### config.mk
export PLATFORM = sky130hd
export DESIGN_NAME = icp_config_port
export DESIGN_NICKNAME = d
export VERILOG_FILES = /design/src/icp_pkg.sv /design/src/icp_config_port.sv
export VERILOG_INCLUDE_DIRS = /design/src
export SDC_FILE = /design/constraint.sdc
export NUM_CORES = 1
export LEC_CHECK = 0
export ABC_AREA = 1
export BUFFER_PORTS_ARGS = -buffer_cell sky130_fd_sc_hd__buf_2
export CAP_MARGIN = 20
export CORE_UTILIZATION = 35
export CTS_CLUSTER_DIAMETER = 150
export DETAILED_ROUTE_END_ITERATION = 7
export PLACE_DENSITY_LB_ADDON = 0.2
export SLEW_MARGIN = 10
export SYNTH_ARGS = -nofsm -noshare
export SYNTH_HDL_FRONTEND = slang
export SYNTH_SLANG_ARGS = --single-unit
### constraint.sdc
create_clock -name mclk -period 4.4 [get_ports mclk]
set_input_delay 0.66 -clock mclk [delete_from_list [all_inputs] [get_ports mclk]]
set_output_delay 0.66 -clock mclk [all_outputs]
set_load 0.005 [all_outputs]
### src/icp_consts.svh
// constants of the configuration port and alarm monitors
`ifndef ICP_CONSTS_SVH
`define ICP_CONSTS_SVH
`define ICP_ADDR_FIXED 5'h1B
`define ICP_NREG 24
`define ICP_REG_LAST 8'h17
`define ICP_REG_LFD_HI0 5'h0A
`define ICP_REG_LFD_MID0 5'h0C
`define ICP_REG_LFD_LO0 5'h0E
`define ICP_REG_QTYPE0 5'h12
`define ICP_REG_GLOBAL 5'h14
`define ICP_BIT_QTYPE 0
`define ICP_BIT_MODE_HI 7
`define ICP_BIT_MODE_LO 6
`define ICP_BIT_CONFIG 5
`define ICP_BIT_CFG_PIN_REG 4
`define ICP_BIT_OE 2
`define ICP_BIT_HOLDOVER 6
`define ICP_BIT_REF_BAD 4
`define ICP_BIT_XTAL_MISS 3
`define ICP_BIT_LOCK 2
`define ICP_GLOBAL_RST 8'h04
`define ICP_MODE_LOW_BW 2'h2
`define ICP_MISS_EDGES 2'h3
`define ICP_FIFO_DEPTH 8
`endif

### src/icp_pkg.sv
// types of the configuration port and alarm monitors
`include "icp_consts.svh"
package icp_pkg;
	typedef enum logic [3:0] {
		ICP_IDLE, ICP_ADDR, ICP_ADDR_ACK, ICP_REG, ICP_REG_ACK,
		ICP_WDATA, ICP_WACK, ICP_RDATA, ICP_RACK
	} icp_i2c_st_t;

	typedef struct packed {
		logic scl;
		logic sda;
		logic strap_lo;
		logic strap_hi;
		logic oe;
		logic cfg_sel;
		logic lock;
		logic xtal;
		logic ref_raw;
		logic ref_div;
		logic fb_up;
		logic fb_lo;
	} icp_pins_t;

	typedef struct packed {
		logic [4:0] idx;
		logic [7:0] data;
	} icp_wr_t;

	typedef struct packed {
		icp_pins_t s1;
		icp_pins_t s2;
		icp_pins_t s3;
		icp_i2c_st_t st;
		logic [7:0] sr;
		logic [3:0] cnt;
		logic rw;
		logic [7:0] ptr;
		logic sda_oe;
		logic [1:0] xcnt;
		logic [1:0] rcnt;
		logic xbad;
		logic rbad;
		logic [`ICP_NREG-1:0][7:0] regs;
	} icp_core_t;
endpackage

### src/icp_config_port.sv
// serial configuration port, write buffer and alarm monitors
`timescale 1ns/10ps
`default_nettype none
`include "icp_consts.svh"

module icp_fifo #(
	parameter int WIDTH = 13,
	parameter int DEPTH = `ICP_FIFO_DEPTH
) (
	// clock and reset
	input wire logic mclk,
	input wire logic rst_n,
	// fill side
	input wire logic in_valid,
	output logic in_ready,
	input wire logic [WIDTH-1:0] in_data,
	// drain side
	output logic out_valid,
	input wire logic out_ready,
	output logic [WIDTH-1:0] out_data
);
	localparam int AW = $clog2(DEPTH);
	typedef struct packed {
		logic [DEPTH-1:0][WIDTH-1:0] mem;
		logic [AW-1:0] rp;
		logic [AW-1:0] wp;
		logic [AW:0] used;
	} icp_fifo_st_t;
	icp_fifo_st_t f_q, f_d;
	logic push, pop;

	assign in_ready = (f_q.used != (AW+1)'(DEPTH));
	assign out_valid = (f_q.used != '0);
	assign out_data = f_q.mem[f_q.rp];
	assign push = in_valid && in_ready;
	assign pop = out_valid && out_ready;

	always_comb begin
		f_d = f_q;
		if (push) begin
			f_d.mem[f_q.wp] = in_data;
			f_d.wp = (f_q.wp == AW'(DEPTH-1)) ? '0 : f_q.wp + 1'b1;
		end
		if (pop)
			f_d.rp = (f_q.rp == AW'(DEPTH-1)) ? '0 : f_q.rp + 1'b1;
		if (push && !pop)
			f_d.used = f_q.used + 1'b1;
		else if (pop && !push)
			f_d.used = f_q.used - 1'b1;
	end

	always_ff @(posedge mclk or negedge rst_n) begin
		if (!rst_n)
			f_q <= '0;
		else
			f_q <= f_d;
	end
endmodule // icp_fifo

module icp_config_port (
	// clock and reset
	input wire logic mclk,
	input wire logic rst_n,
	// serial link
	input wire logic scl_in,
	input wire logic sda_in,
	output logic sda_out,
	output logic sda_oe,
	// straps and control pins
	input wire logic addr_strap_low,
	input wire logic addr_strap_high,
	input wire logic oe_pin,
	input wire logic config_pin,
	// monitored clocks and loop state
	input wire logic xtal_clk,
	input wire logic ref_clk,
	input wire logic ref_div_clk,
	input wire logic fb_upper,
	input wire logic fb_lower,
	input wire logic pll_freq_lock,
	// write buffer drain stall
	input wire logic reg_wr_hold,
	// status
	output logic pll_locked_flag,
	output logic crystal_missing_alarm,
	output logic ref_missing_alarm,
	output logic holdover_flag,
	output logic phase_adjust_en,
	output logic holdover_track_osc,
	output logic free_run,
	// output stage and loop settings
	output logic out_drv_en,
	output logic out_hiz,
	output logic out_lvds,
	output logic [1:0] mode_sel,
	output logic [16:0] lower_loop_feedback_divider
);
	icp_pkg::icp_core_t c_q, c_d;
	icp_pkg::icp_pins_t pins;
	icp_pkg::icp_wr_t wr_in, wr_out;
	logic scl_rise, scl_fall, start_c, stop_c;
	logic xtal_edge, ref_edge, refd_edge, fb_edge, fbu_edge, low_bw;
	logic wr_valid, wr_ready, rd_valid, cfg1;
	logic [7:0] status_byte, rd_byte;
	logic [4:0] cfg_off;

	assign pins = '{scl: scl_in, sda: sda_in, strap_lo: addr_strap_low,
		strap_hi: addr_strap_high, oe: oe_pin, cfg_sel: config_pin,
		lock: pll_freq_lock, xtal: xtal_clk, ref_raw: ref_clk,
		ref_div: ref_div_clk, fb_up: fb_upper, fb_lo: fb_lower};

	// edges seen between the second and third stages
	assign scl_rise = c_q.s2.scl && !c_q.s3.scl;
	assign scl_fall = !c_q.s2.scl && c_q.s3.scl;
	assign start_c = c_q.s2.scl && c_q.s3.scl && !c_q.s2.sda && c_q.s3.sda;
	assign stop_c = c_q.s2.scl && c_q.s3.scl && c_q.s2.sda && !c_q.s3.sda;
	assign xtal_edge = c_q.s2.xtal && !c_q.s3.xtal;
	assign ref_edge = c_q.s2.ref_raw && !c_q.s3.ref_raw;
	assign refd_edge = c_q.s2.ref_div && !c_q.s3.ref_div;
	assign fbu_edge = c_q.s2.fb_up && !c_q.s3.fb_up;
	assign mode_sel = {c_q.regs[`ICP_REG_GLOBAL][`ICP_BIT_MODE_HI],
		c_q.regs[`ICP_REG_GLOBAL][`ICP_BIT_MODE_LO]};
	assign low_bw = (mode_sel == `ICP_MODE_LOW_BW);
	// feedback of the loop the reference actually drives
	assign fb_edge = low_bw ? (c_q.s2.fb_lo && !c_q.s3.fb_lo) : fbu_edge;

	// lock and crystal alarm run the same in every mode; reference alarm feedback, holdover_track_osc and free_run follow low_bw
	assign pll_locked_flag = c_q.s2.lock;
	assign crystal_missing_alarm = c_q.xbad;
	assign ref_missing_alarm = c_q.rbad;
	assign holdover_flag = !c_q.s2.lock || c_q.rbad;
	assign phase_adjust_en = !c_q.rbad;
	assign holdover_track_osc = c_q.rbad && low_bw;
	assign free_run = c_q.rbad && !low_bw;

	// configuration select, register or pin
	assign cfg1 = c_q.regs[`ICP_REG_GLOBAL][`ICP_BIT_CFG_PIN_REG] ?
		c_q.regs[`ICP_REG_GLOBAL][`ICP_BIT_CONFIG] : c_q.s2.cfg_sel;
	assign cfg_off = {4'h0, cfg1};
	assign out_lvds = c_q.regs[`ICP_REG_QTYPE0 + cfg_off][`ICP_BIT_QTYPE];
	assign lower_loop_feedback_divider = {
		c_q.regs[`ICP_REG_LFD_HI0 + cfg_off][4:0],
		c_q.regs[`ICP_REG_LFD_MID0 + cfg_off],
		c_q.regs[`ICP_REG_LFD_LO0 + cfg_off][7:4]};
	assign out_drv_en = c_q.regs[`ICP_REG_GLOBAL][`ICP_BIT_OE] && c_q.s2.oe;
	assign out_hiz = !out_drv_en;

	assign status_byte = {1'b0, holdover_flag, 1'b0, c_q.rbad, c_q.xbad,
		c_q.s2.lock, 2'b00};
	assign rd_byte = (c_q.ptr < `ICP_REG_LAST) ? c_q.regs[c_q.ptr[4:0]] :
		(c_q.ptr == `ICP_REG_LAST) ? status_byte : 8'h00;

	assign sda_out = 1'b0;
	assign sda_oe = c_q.sda_oe;
	// a data byte below the status byte is only acked when the buffer can take it
	// bytes at or past the status byte are acked but never queued: the index would wrap
	assign wr_valid = (c_q.st == icp_pkg::ICP_WDATA) && scl_fall && (c_q.cnt == 4'h8) &&
		(c_q.ptr < `ICP_REG_LAST);
	assign wr_in = '{idx: c_q.ptr[4:0], data: c_q.sr};

	icp_fifo #(.WIDTH($bits(icp_pkg::icp_wr_t)), .DEPTH(`ICP_FIFO_DEPTH)) u_wr_fifo (
		.mclk(mclk),
		.rst_n(rst_n),
		.in_valid(wr_valid),
		.in_ready(wr_ready),
		.in_data(wr_in),
		.out_valid(rd_valid),
		.out_ready(!reg_wr_hold),
		.out_data(wr_out)
	);

	always_comb begin
		c_d = c_q;
		c_d.s1 = pins;
		c_d.s2 = c_q.s1;
		c_d.s3 = c_q.s2;
		// crystal monitor, crystal edge wins over feedback
		if (xtal_edge) begin
			c_d.xcnt = 2'h0;
			c_d.xbad = 1'b0;
		end else if (fbu_edge && c_q.xcnt != `ICP_MISS_EDGES) begin
			c_d.xcnt = c_q.xcnt + 2'h1;
			if (c_q.xcnt == `ICP_MISS_EDGES - 2'h1)
				c_d.xbad = 1'b1;
		end
		// reference monitor
		// a live raw reference restarts the count, else the alarm could never return
		if (refd_edge || ref_edge)
			c_d.rcnt = 2'h0;
		else if (fb_edge && c_q.rcnt != `ICP_MISS_EDGES) begin
			c_d.rcnt = c_q.rcnt + 2'h1;
			if (c_q.rcnt == `ICP_MISS_EDGES - 2'h1)
				c_d.rbad = 1'b1;
		end
		if (ref_edge || refd_edge)
			c_d.rbad = 1'b0;
		// drain buffered writes; status byte and beyond are not writable
		if (rd_valid && !reg_wr_hold && wr_out.idx < `ICP_REG_LAST)
			c_d.regs[wr_out.idx] = wr_out.data;
		// serial protocol
		if (start_c) begin
			c_d.st = icp_pkg::ICP_ADDR;
			c_d.cnt = 4'h0;
			c_d.sda_oe = 1'b0;
		end else if (stop_c) begin
			c_d.st = icp_pkg::ICP_IDLE;
			c_d.sda_oe = 1'b0;
		end else begin
			unique case (c_q.st)
				icp_pkg::ICP_IDLE: begin
				end
				icp_pkg::ICP_ADDR, icp_pkg::ICP_REG, icp_pkg::ICP_WDATA: begin
					if (scl_rise && c_q.cnt != 4'h8) begin
						c_d.sr = {c_q.sr[6:0], c_q.s2.sda};
						c_d.cnt = c_q.cnt + 4'h1;
					end else if (scl_fall && c_q.cnt == 4'h8) begin
						c_d.cnt = 4'h0;
						if (c_q.st == icp_pkg::ICP_ADDR) begin
							if (c_q.sr[7:3] == `ICP_ADDR_FIXED &&
								c_q.sr[2:1] == {c_q.s2.strap_hi, c_q.s2.strap_lo}) begin
								c_d.rw = c_q.sr[0];
								c_d.sda_oe = 1'b1;
								c_d.st = icp_pkg::ICP_ADDR_ACK;
							end else
								c_d.st = icp_pkg::ICP_IDLE;
						end else if (c_q.st == icp_pkg::ICP_REG) begin
							c_d.ptr = c_q.sr;
							c_d.sda_oe = 1'b1;
							c_d.st = icp_pkg::ICP_REG_ACK;
						end else if (wr_ready || c_q.ptr >= `ICP_REG_LAST) begin
							c_d.ptr = c_q.ptr + 8'h01;
							c_d.sda_oe = 1'b1;
							c_d.st = icp_pkg::ICP_WACK;
						end else
							c_d.st = icp_pkg::ICP_IDLE;
					end
				end
				icp_pkg::ICP_ADDR_ACK, icp_pkg::ICP_REG_ACK, icp_pkg::ICP_WACK: begin
					if (scl_fall) begin
						c_d.sda_oe = 1'b0;
						if (c_q.st == icp_pkg::ICP_ADDR_ACK && c_q.rw) begin
							c_d.sr = rd_byte;
							c_d.sda_oe = !rd_byte[7];
							c_d.st = icp_pkg::ICP_RDATA;
						end else
							c_d.st = (c_q.st == icp_pkg::ICP_ADDR_ACK) ?
								icp_pkg::ICP_REG : icp_pkg::ICP_WDATA;
					end
				end
				icp_pkg::ICP_RDATA: begin
					if (scl_fall) begin
						if (c_q.cnt == 4'h7) begin
							c_d.sda_oe = 1'b0;
							c_d.cnt = 4'h0;
							c_d.st = icp_pkg::ICP_RACK;
						end else begin
							c_d.sr = {c_q.sr[6:0], 1'b0};
							c_d.sda_oe = !c_q.sr[6];
							c_d.cnt = c_q.cnt + 4'h1;
						end
					end
				end
				icp_pkg::ICP_RACK: begin
					if (scl_rise) begin
						c_d.ptr = c_q.ptr + 8'h01;
						c_d.rw = !c_q.s2.sda;
					end else if (scl_fall) begin
						if (c_q.rw) begin
							c_d.sr = rd_byte;
							c_d.sda_oe = !rd_byte[7];
							c_d.st = icp_pkg::ICP_RDATA;
						end else
							c_d.st = icp_pkg::ICP_IDLE;
					end
				end
			endcase
		end
	end

	always_ff @(posedge mclk or negedge rst_n) begin
		if (!rst_n) begin
			c_q <= '0;
			c_q.regs[`ICP_REG_GLOBAL] <= `ICP_GLOBAL_RST;
			c_q.st <= icp_pkg::ICP_IDLE;
		end else
			c_q <= c_d;
	end
endmodule // icp_config_port
`default_nettype wire

==> run metrics, run 1 <==
clock root buffer=clkbuf_16; ANT nets after route=0; Multi-input gate area=0.007338 mm^2; global-route wire length before repair=80470 um; Mapped Cells=2226; Final Core Density=0.3964; Die Ht=228.1 um; Mapped Nets=2256; # diodes=0; RSZ-0062 raised after global routing=false; Final setup viols=0; Worst Path Required=4.85 ns; num rows=82; Clock Sinks=369; Clock transition at path regs=0.06 ns; Total Routing Usage GR=0.1939; register area=0.009240 mm^2; Syn. warnings=0; later-pin clock latency in the skew report=0.56 ns; Routed WL=49870 um; ratio of cells with drive above 1 in the final layout=0.08973; post-synthesis register bit count=369; drt first pass iters=5; PD cells=725.8 mW/mm^2; grt met2 use=0.2990; worst setup path class=reg2reg; vias in the first global route=13860; core box area=0.05027 mm^2; met1 Use GR=0.2861; Post-Route Skew=0.01913 ns; CTS buffer count=42; Seq/Total Area, Yosys=0.5160; max-cap viol count=0; most frequent cells in the layout=602 x nand2_1, 371 x o21ai_0, 366 x dfrtp_1; Setup TNS Final=0 ns; die area=0.05205 mm^2; CTS tree=built; P&R area growth vs syn=11.35%; DRC=0; Mapped Area=0.01790 mm^2; drt initial violations=1401; Max VDD drop=367.2 uV; Buffers on Ports=44; critical-path maximum fanout=26; fin nets=2229; number of placed I/O pins=46; gr busiest metal=met2; max_slew headroom=0.3252; htree depth=2; fin crit share=0.6958; fill cell count=5150; most common cell after layout, fill and taps aside=nand2_1; Leak=9.402 nW; Avg WL per Cell=17.19 um; Starting Density=0.3560; GRT overflow=0; WP data arrival=3.51 ns; Final Critical Period=3.061 ns; Critical Path End Type=flip-flop; Avg Cell Area, Syn=8.041 um^2; initial antenna violation count=0; die width=228.1 um; worst hold path class=in2async; Final Cell Area=0.01993 mm^2; Max Freq=0.3267 GHz; CTS Hold Bufs=0; GPL Wtd Cong=0.8550; HPWL Detailed=30430 um; Final Power=14.46 mW; Placed Area=0.01859 mm^2; Final Hold Viols=0; post_cts resized=0; Startpoint Class=flip-flop; Least-Margin Pin Slew=1.011 ns; routing usage on met3=0.02500; post-CTS setup buffers=0; Distinct cells, synth=45; Slew Limit Fails=0; vias=14740; Vias/cell=5.081; worst-case clock buffer depth=3; outcome=complete, no violations; pin count of the biggest net entering global routing=131
## per-stage QoR
| stage | worst slack (ns) | cells | hold slack (ns) |
|---|---|---|---|
| after floorplan | 1.429 | 2226 | 0.3312 |
| after global placement | 1.514 | 2827 | 0.3340 |
| after detailed placement | 1.379 | 2827 | 0.3356 |
| after CTS | 1.375 | 2901 | 0.09489 |
| after global routing | 1.013 | 2901 | 0.1167 |
| final | 1.339 | 2901 | 0.05573 |
## registers in the layout, summed over array words and instances (netlist names)
| signal | count |
|---|---|
| ref_missing_alarm | 1 |
| u_wr_fifo.f_q | 114 |
| sda_oe | 1 |
| crystal_missing_alarm | 1 |
| c_q | 226 |
| mode_sel | 2 |
| pll_locked_flag | 1 |
| c_d | 23 |
## cells by family (layout without fill, tap and decap cells)
logic type	count (synthesis)	in the layout	share of synthesized area
AO/OA/AOI/OAI	546	546	0.1579
XOR/XNOR	7	7	0.003425
adder cells (fa/ha/maj)	15	15	0.01091
buffers and inverters	331	334	0.07424
flip-flops	369	369	0.5160
multiplexers	1	1	0.0006291
other	1	1	0.0002095
AND/OR/NAND/NOR	956	956	0.2367
## Yosys cell counts
| master | instances | area [um^2] |
|---|---|---|
| and3_1 | 2 | 12.51 |
| or2_2 | 1 | 6.260 |
| a31oi_4 | 1 | 21.27 |
| nor2_2 | 2 | 12.51 |
| nor2_4 | 20 | 225.2 |
| ha_1 | 14 | 175.2 |
| conb_1 | 1 | 3.750 |
| dfstp_2 | 1 | 26.28 |
| nor3_2 | 1 | 10.01 |
| buf_6 | 3 | 33.78 |
| nand2_1 | 602 | 2260 |
| o211ai_1 | 5 | 37.54 |
| nand2_4 | 1 | 11.26 |
| a21o_1 | 1 | 7.510 |
| nand3_2 | 6 | 60.06 |
| dfrtp_1 | 368 | 9209 |
| nor2_1 | 143 | 536.8 |
| a31oi_1 | 4 | 25.02 |
| mux2_2 | 1 | 11.26 |
| inv_2 | 10 | 37.54 |
| nand3_1 | 95 | 475.5 |
| fa_1 | 1 | 20.02 |
| a21boi_1 | 6 | 45.04 |
| clkbuf_1 | 86 | 322.8 |
| xor2_1 | 3 | 26.28 |
| o21ai_0 | 371 | 1857 |
| a21oi_1 | 101 | 505.5 |
| o21ai_1 | 29 | 145.1 |
| xnor2_1 | 4 | 35.03 |
| nor3_1 | 11 | 55.05 |
| buf_1 | 14 | 52.55 |
| a21boi_0 | 2 | 15.01 |
| clkinv_1 | 3 | 11.26 |
| inv_1 | 176 | 660.6 |
| o22ai_1 | 22 | 137.6 |
| nand2_2 | 8 | 50.05 |
| nand3_4 | 2 | 35.03 |
| o31ai_1 | 2 | 15.01 |
| nand4_4 | 3 | 63.81 |
| nand3b_1 | 3 | 22.52 |
| buf_2 | 33 | 165.2 |
| nand4_1 | 48 | 300.3 |
| a22oi_1 | 2 | 15.01 |
| buf_4 | 6 | 45.04 |
| nand4_2 | 8 | 100.1 |
## report_power, final
part           switching, mW  internal [mW]  leakage [nW]  total [mW]
sequential             0.428           4.26          4.65        4.69
clock                   1.41           2.04         0.660        3.45
combinational           4.63           1.70          4.09        6.32
total                   6.46           8.00          9.40        14.5
## layout make-up
cell class	instances	share of cell area
Multi-Input combinational cell	1526	0.3682
Tap cell	672	0.04219
Timing Repair Buffer	71	0.02298
Clock buffer	68	0.06423
Inverter	189	0.03560
Sequential cell	369	0.4636
Clock inverter	6	0.003139
## path summary, 6_finish.rpt
check,start,to,slack (ns),cells past startpoint
min in group mclk,scl_in,c_d[247],0.21,1
max in group asynchronous,rst_n,c_q[49],3.10,2
setup / recovery,c_q[199],u_wr_fifo.f_q[42],1.34,9
setup reg to reg,c_q[199],u_wr_fifo.f_q[42],1.34,9
hold / removal,rst_n,c_q[15],0.06,1
hold reg to reg,c_d[247],c_d[235],0.35,0
## critical path, cell delays in order, from the launching register on
cell and delay [ns]:
dfrtp_4 0.49, ha_1 0.21, nand2_1 0.09, inv_1 0.06, o21ai_0 0.16, nand2_1 0.15, inv_1 0.16, and3_1 0.47
nand4_2 0.74, o21ai_0 0.42
## metal layers
layer,share of wire,vias to the layer above,wire length (um)
li1,-,7218,-
met1,0.48,7088,24000
met2,0.45,370,22500
met3,0.048,65,2405
met4,0.019,0,957
met5,0,-,0
(Power assumes the default switching activity.)
==> run 2, diff against run 1 <==
==> constraint.sdc (replaced) <==
create_clock -name mclk -period 2.74 [get_ports mclk]
set_input_delay 0.411 -clock mclk [delete_from_list [all_inputs] [get_ports mclk]]
set_output_delay 0.411 -clock mclk [all_outputs]
set_load 0.005 [all_outputs]
==> run metrics, run 2 (same netlist as run 1, synthesis figures left out) <==
outcome=complete, no violations; post-CTS setup buffers=0 (unchanged); Largest Register=c_q; CTS tree=built; most common cell after layout, fill and taps aside=nand2_1; Buffers on Ports=44 (unchanged); CTS buffer count=42 (unchanged); Clock transition at path regs=0.06 ns (about the same); worst setup path class=reg2reg; crit-path most repeated cell=nand2_1; die width=228.1 um (unchanged); num rows=82 (unchanged); Clock Sinks=369 (unchanged); htree depth=2 (unchanged); fin nets=2282 (+2.4%); Routed WL=50490 um (+1.2%); drt first pass iters=5 (unchanged); PD cells=1153 mW/mm^2 (+59%); Starting Density=0.3560 (unchanged); Final Hold Viols=0 (unchanged); crit-path cells=ha_1 > nand2_1 > inv_1 > o21ai_1 > nand2_1 > inv_2 > nand3_1 > inv_2 > ha_2 > inv_1 > ha_1 > a21o_1 > a21oi_2 > nor2_1 > nor2_1 > nand2_1 > xor2_1; pin count of the biggest net entering global routing=82 (-37%); Leak=9.695 nW (+3.1%); Total Routing Usage GR=0.1972 (+0.003279); Final setup viols=0 (unchanged); drt initial violations=1290 (-7.9%); fin crit share=0.9517 (+0.2559); Max VDD drop=616.1 uV (+68%); CP max stage cell=dfrtp_4; clock root buffer=clkbuf_16; die area=0.05205 mm^2 (unchanged); RSZ-0062 raised after global routing=true; ratio of cells with drive above 1 in the final layout=0.1099 (+0.02022); number of placed I/O pins=46 (unchanged); Die Ht=228.1 um (unchanged); HPWL Detailed=31510 um (+3.5%); Final Critical Period=2.608 ns (-0.4537 ns); Final Core Density=0.4081 (+0.01167); Post-Route Skew=0.01791 ns (-0.001221 ns); worst hold path class=reg2reg; vias=14750 (+0.068%); hold slack=0.3465 ns (+0.2908 ns); GPL Wtd Cong=0.8715 (+1.9%); Least-Margin Pin Slew=0.7762 ns (-0.2348 ns); GRT overflow=0 (unchanged); Vias/cell=4.992 (-1.8%); later-pin clock latency in the skew report=0.58 ns (+0.02 ns); Startpoint Class=flip-flop; max-cap viol count=0 (unchanged); critical-path maximum fanout=3 (-88%); # diodes=0 (unchanged); Critical Path End Type=flip-flop; initial antenna violation count=0 (unchanged); Placed Area=0.01902 mm^2 (+2.4%); WP data arrival=3.07 ns (-0.44 ns); most frequent cells in the layout=601 x nand2_1, 370 x o21ai_0, 365 x dfrtp_1; Avg WL per Cell=17.09 um (-0.60%); Final Cell Area=0.02052 mm^2 (+2.9%); Slew Limit Fails=0 (unchanged); DRC=0 (unchanged); max_slew headroom=0.4825 (+0.1573); core box area=0.05027 mm^2 (unchanged); P&R area growth vs syn=14.62%; worst-case clock buffer depth=3 (unchanged); vias in the first global route=14510 (+4.7%); Max stage delay on crit path=0.47 ns (-0.27 ns); Max Freq=0.3835 GHz (+17%); global-route wire length before repair=81800 um (+1.7%); ANT nets after route=0 (unchanged); Worst Path Required=3.20 ns (-1.65 ns); Largest register FFs=226 (unchanged)
run 2: changes by cell type in the layout (fill, tap and decap cells not counted), moves of 2 or more:
cell | before | now
buf_12 | 2 | 13
buf_4 | 25 | 54
clkbuf_1 | 14 | 11
clkinv_2 | 3 | 5
dlygate4sd3_1 | 0 | 13
inv_1 | 175 | 173
inv_2 | 11 | 13
run 2: stage by stage:
stage	cells	setup TNS, ns	power [mW]	setup slack [ns]
after floorplan	2226	0	14.20	0.03491
after global placement	2867	0	17.98	0.07459
after detailed placement	2867	0	18.13	0.1254
after CTS	2955	0	23.79	0.08256
after global routing	2955	-0.03956	25.34	-0.03956
final	2955	0	23.66	0.1324
run 2: what timing repair did:
item / 4_1_cts / 5_1_grt
gates resized for setup: 0 / 8
setup endpoints to repair: 0 / 77
hold buffers: 13 / 0
hold endpoints to repair: 82 / 0
run 2: worst paths after layout:
kind / slack, ns / end / from / cells past startpoint
min in group asynchronous: 0.43 / c_q[40] / rst_n / 2
hold reg to reg: 0.35 / pll_locked_flag / c_d[241] / 0
setup reg to reg: 0.13 / u_wr_fifo.f_q[3] / c_q[199] / 17
max in group asynchronous: 1.53 / c_q[190] / rst_n / 3
hold / removal: 0.35 / pll_locked_flag / c_d[241] / 0
setup / recovery: 0.13 / u_wr_fifo.f_q[3] / c_q[199] / 17
run 2: critical path: cells and delay by family, from the launching register on:
family	cells	cell delay, ns
adder cells (fa/ha/maj)	3	0.66
AND/OR/NAND/NOR	6	0.49
AO/OA/AOI/OAI	3	0.44
flip-flops	1	0.47
buffers and inverters	4	0.28
XOR/XNOR	1	0.14
run 2: layout make-up:
class / instances / area, um^2
fill: 5164 / 29760
sequential: 369 / 9241
multi-input combinational: 1526 / 7350
clock buffer: 64 / 1244
timing repair buffer: 124 / 1026
tap: 672 / 840.8
inverter: 189 / 709.4
clock inverter: 11 / 105.1
run 2: routing by layer:
| layer | vias to the layer above | wire length (um) | global-route usage |
|---|---|---|---|
| met5 | - | 0 | 0 |
| met4 | 0 | 1053 | 0.04929 |
| met3 | 73 | 2340 | 0.03375 |
| met2 | 297 | 22840 | 0.3095 |
| met1 | 7056 | 24260 | 0.2816 |
| li1 | 7325 | - | - |
run 2: report_power, final:
part           leakage [nW]  internal [mW]  switching, mW
Clock                 0.664           3.23           2.31
Sequential             4.65           6.85          0.679
Combinational          4.38           3.09           7.51
Total                  9.69           13.2           10.5
==> run 3, diff against run 2 <==
==> constraint.sdc (replaced) <==
create_clock -name mclk -period 3.25 [get_ports mclk]
set_input_delay 0.4875 -clock mclk [delete_from_list [all_inputs] [get_ports mclk]]
set_output_delay 0.4875 -clock mclk [all_outputs]
set_load 0.005 [all_outputs]
==> run metrics, run 3 (same netlist as run 1, synthesis figures left out) <==
Slew Limit Fails=0 (unchanged); worst setup path class=reg2reg; vias=14720 (-0.24%); GPL Wtd Cong=0.8629 (-0.99%); WP data arrival=3.36 ns (+0.29 ns); Routed WL=50310 um (-0.36%); worst hold path class=in2reg; Setup crit start=c_q[199]; Reg power frac=0.320 (+0.002); HPWL Detailed=30760 um (-2.4%); Least-Margin Pin Slew=0.7495 ns (-0.02668 ns); Leak=9.579 nW (-1.2%); FF-to-FF Start=c_q[199]; Avg WL per Cell=17.19 um (+0.59%); Worst Path Required=3.69 ns (+0.49 ns); CP max stage cell=dfrtp_4; P_sw=8.675 mW (-17%); Total Routing Usage GR=0.1971 (about the same); DRC=0 (unchanged); crit-path cells=ha_1 > nand2_1 > inv_1 > o21ai_0 > nand2_1 > inv_2 > nand3_1 > inv_1 > ha_1 > inv_1 > ha_1 > a21o_1 > a21oi_1 > nor2_1 > nor2_1 > nand2_1 > xor2_1; num rows=82 (unchanged); Clock Sinks=369 (unchanged); Starting Density=0.3560 (unchanged); fill cell count=5182 (+0.35%); switch share=0.4376 (-0.005875); drt initial violations=1286 (-0.31%); Final Cell Area=0.02027 mm^2 (-1.2%); RSZ-0062 raised after global routing=false; number of placed I/O pins=46 (unchanged); FF-to-FF End=u_wr_fifo.f_q[3]; stages on the worst setup path=17 (unchanged); Worst Setup EP=u_wr_fifo.f_q[3]; Placed Area=0.01880 mm^2 (-1.2%); max-cap viol count=0 (unchanged); logic gate share of total power=0.433 (-0.015); fin crit share=0.8982 (-0.05346); Buffers on Ports=44 (unchanged); # diodes=0 (unchanged); R2R setup slack=0.33 ns (+0.20 ns); clock root buffer=clkbuf_16; ANT nets after route=0 (unchanged); GRT overflow=0 (unchanged); P&R area growth vs syn=13.26%; Critical Path End Type=flip-flop; Final setup viols=0 (unchanged); Startpoint Class=flip-flop; later-pin clock latency in the skew report=0.56 ns (-0.02 ns); Post-Route Skew=0.01864 ns (+0.0007322 ns); Largest Register=c_q; Max Freq=0.3426 GHz (-11%); WP buf/inv=4 (unchanged); Final Power=19.82 mW (-16%); Final Critical Period=2.919 ns (+0.3116 ns); vias in the first global route=14520 (+0.028%); CTS tree=built; Max stage delay on crit path=0.47 ns (about the same); Final Hold Viols=0 (unchanged); most common cell after layout, fill and taps aside=nand2_1; Setup TNS Final=0 ns (unchanged); core box area=0.05027 mm^2 (unchanged); max_slew headroom=0.4965 (+0.01394); most frequent cells in the layout=602 x nand2_1, 371 x o21ai_0, 366 x dfrtp_1; Internal=11.15 mW (-15%); Max VDD drop=511.2 uV (-17%); critical-path maximum fanout=5 (+2); Clock transition at path regs=0.06 ns (about the same); Largest register FFs=226 (unchanged); Largest delay share family, worst path=adder cells; PD cells=977.8 mW/mm^2 (-15%); pin count of the biggest net entering global routing=95 (+16%); htree depth=2 (unchanged); ratio of cells with drive above 1 in the final layout=0.1002 (-0.009721); die width=228.1 um (unchanged); Die Ht=228.1 um (unchanged); fin nets=2253 (-1.3%); outcome=complete, no violations; Vias/cell=5.027 (+0.71%); share of total power in the clock network=0.247 (+0.013); die area=0.05205 mm^2 (unchanged); worst-case clock buffer depth=3 (unchanged); global-route wire length before repair=81830 um (about the same); Hold Path Depth=1 (+1); R2R cell count=17 (unchanged); CTS buffer count=42 (unchanged); drt first pass iters=5 (unchanged); initial antenna violation count=0 (unchanged)
-- run 3: how the worst min path moves through the flow --
stage,end,from,slack [ns]
6_report,c_d[237],fb_upper,0.03
5_1_grt,c_d[237],fb_upper,0.02
3_3_place_gp,c_d[224],c_d[236],0.33
3_5_place_dp,c_d[224],c_d[236],0.33
2_1_floorplan,c_d[224],rst_n,0.19
4_1_cts,c_d[237],fb_upper,0.0002
-- run 3: cell type report --
class,instances,area [um^2],area share
Timing Repair Buffer,95,725.7,0.03580
Clock buffer,62,1237,0.06104
Clock inverter,14,180.2,0.008888
Tap cell,672,840.8,0.04148
Multi-Input combinational cell,1526,7338,0.3620
Inverter,189,709.4,0.03500
Sequential cell,369,9240,0.4558
-- run 3: power groups by stage --
| stage | Clock (mW) | Combinational, mW | Sequential, mW |
|---|---|---|---|
| 3_5_place_dp | 0 | 8.58 | 6.41 |
| 4_1_cts | 5.03 | 8.61 | 6.34 |
| 6_report | 4.89 | 8.59 | 6.34 |
| 5_1_grt | 5.19 | 9.60 | 6.48 |
| 3_3_place_gp | 0 | 8.49 | 6.38 |
| 2_1_floorplan | 0 | 5.73 | 6.24 |
-- run 3: timing repair --
item                                   4_1_cts  5_1_grt
gates resized for setup                      0        1
endpoints found under the hold margin       31        0
hold buffers                                 5        0
buffers inserted                             0        0
setup endpoints to repair                    0        1
-- run 3: per-stage QoR --
stage | instances | setup slack [ns] | hold WS, ns | util
after global routing | 2927 | 0.04800 | 0.01547 | 0.4032
after global placement | 2846 | 0.3482 | 0.3316 | 0.3740
after CTS | 2927 | 0.2961 | 0.0002054 | 0.4032
after detailed placement | 2846 | 0.3680 | 0.3347 | 0.3740
final | 2927 | 0.3308 | 0.03331 | 0.4032
after floorplan | 2226 | 0.4433 | 0.1919 | -
-- run 3: worst reg2reg max path: stages (launching register included) --
cell and delay (ns):
dfrtp_4 0.47, ha_1 0.22, nand2_1 0.09, inv_1 0.06, o21ai_0 0.16, nand2_1 0.16, inv_2 0.13, nand3_1 0.07
inv_1 0.13, ha_1 0.22, inv_1 0.11, ha_1 0.28, a21o_1 0.18, a21oi_1 0.17, nor2_1 0.06, nor2_1 0.09
nand2_1 0.07, xor2_1 0.14
-- run 3: metal layers --
layer	wire length (um)	global-route usage
met1	23960	0.2789
met2	22110	0.3075
met3	2634	0.02750
met4	1600	0.07068
met5	0	0
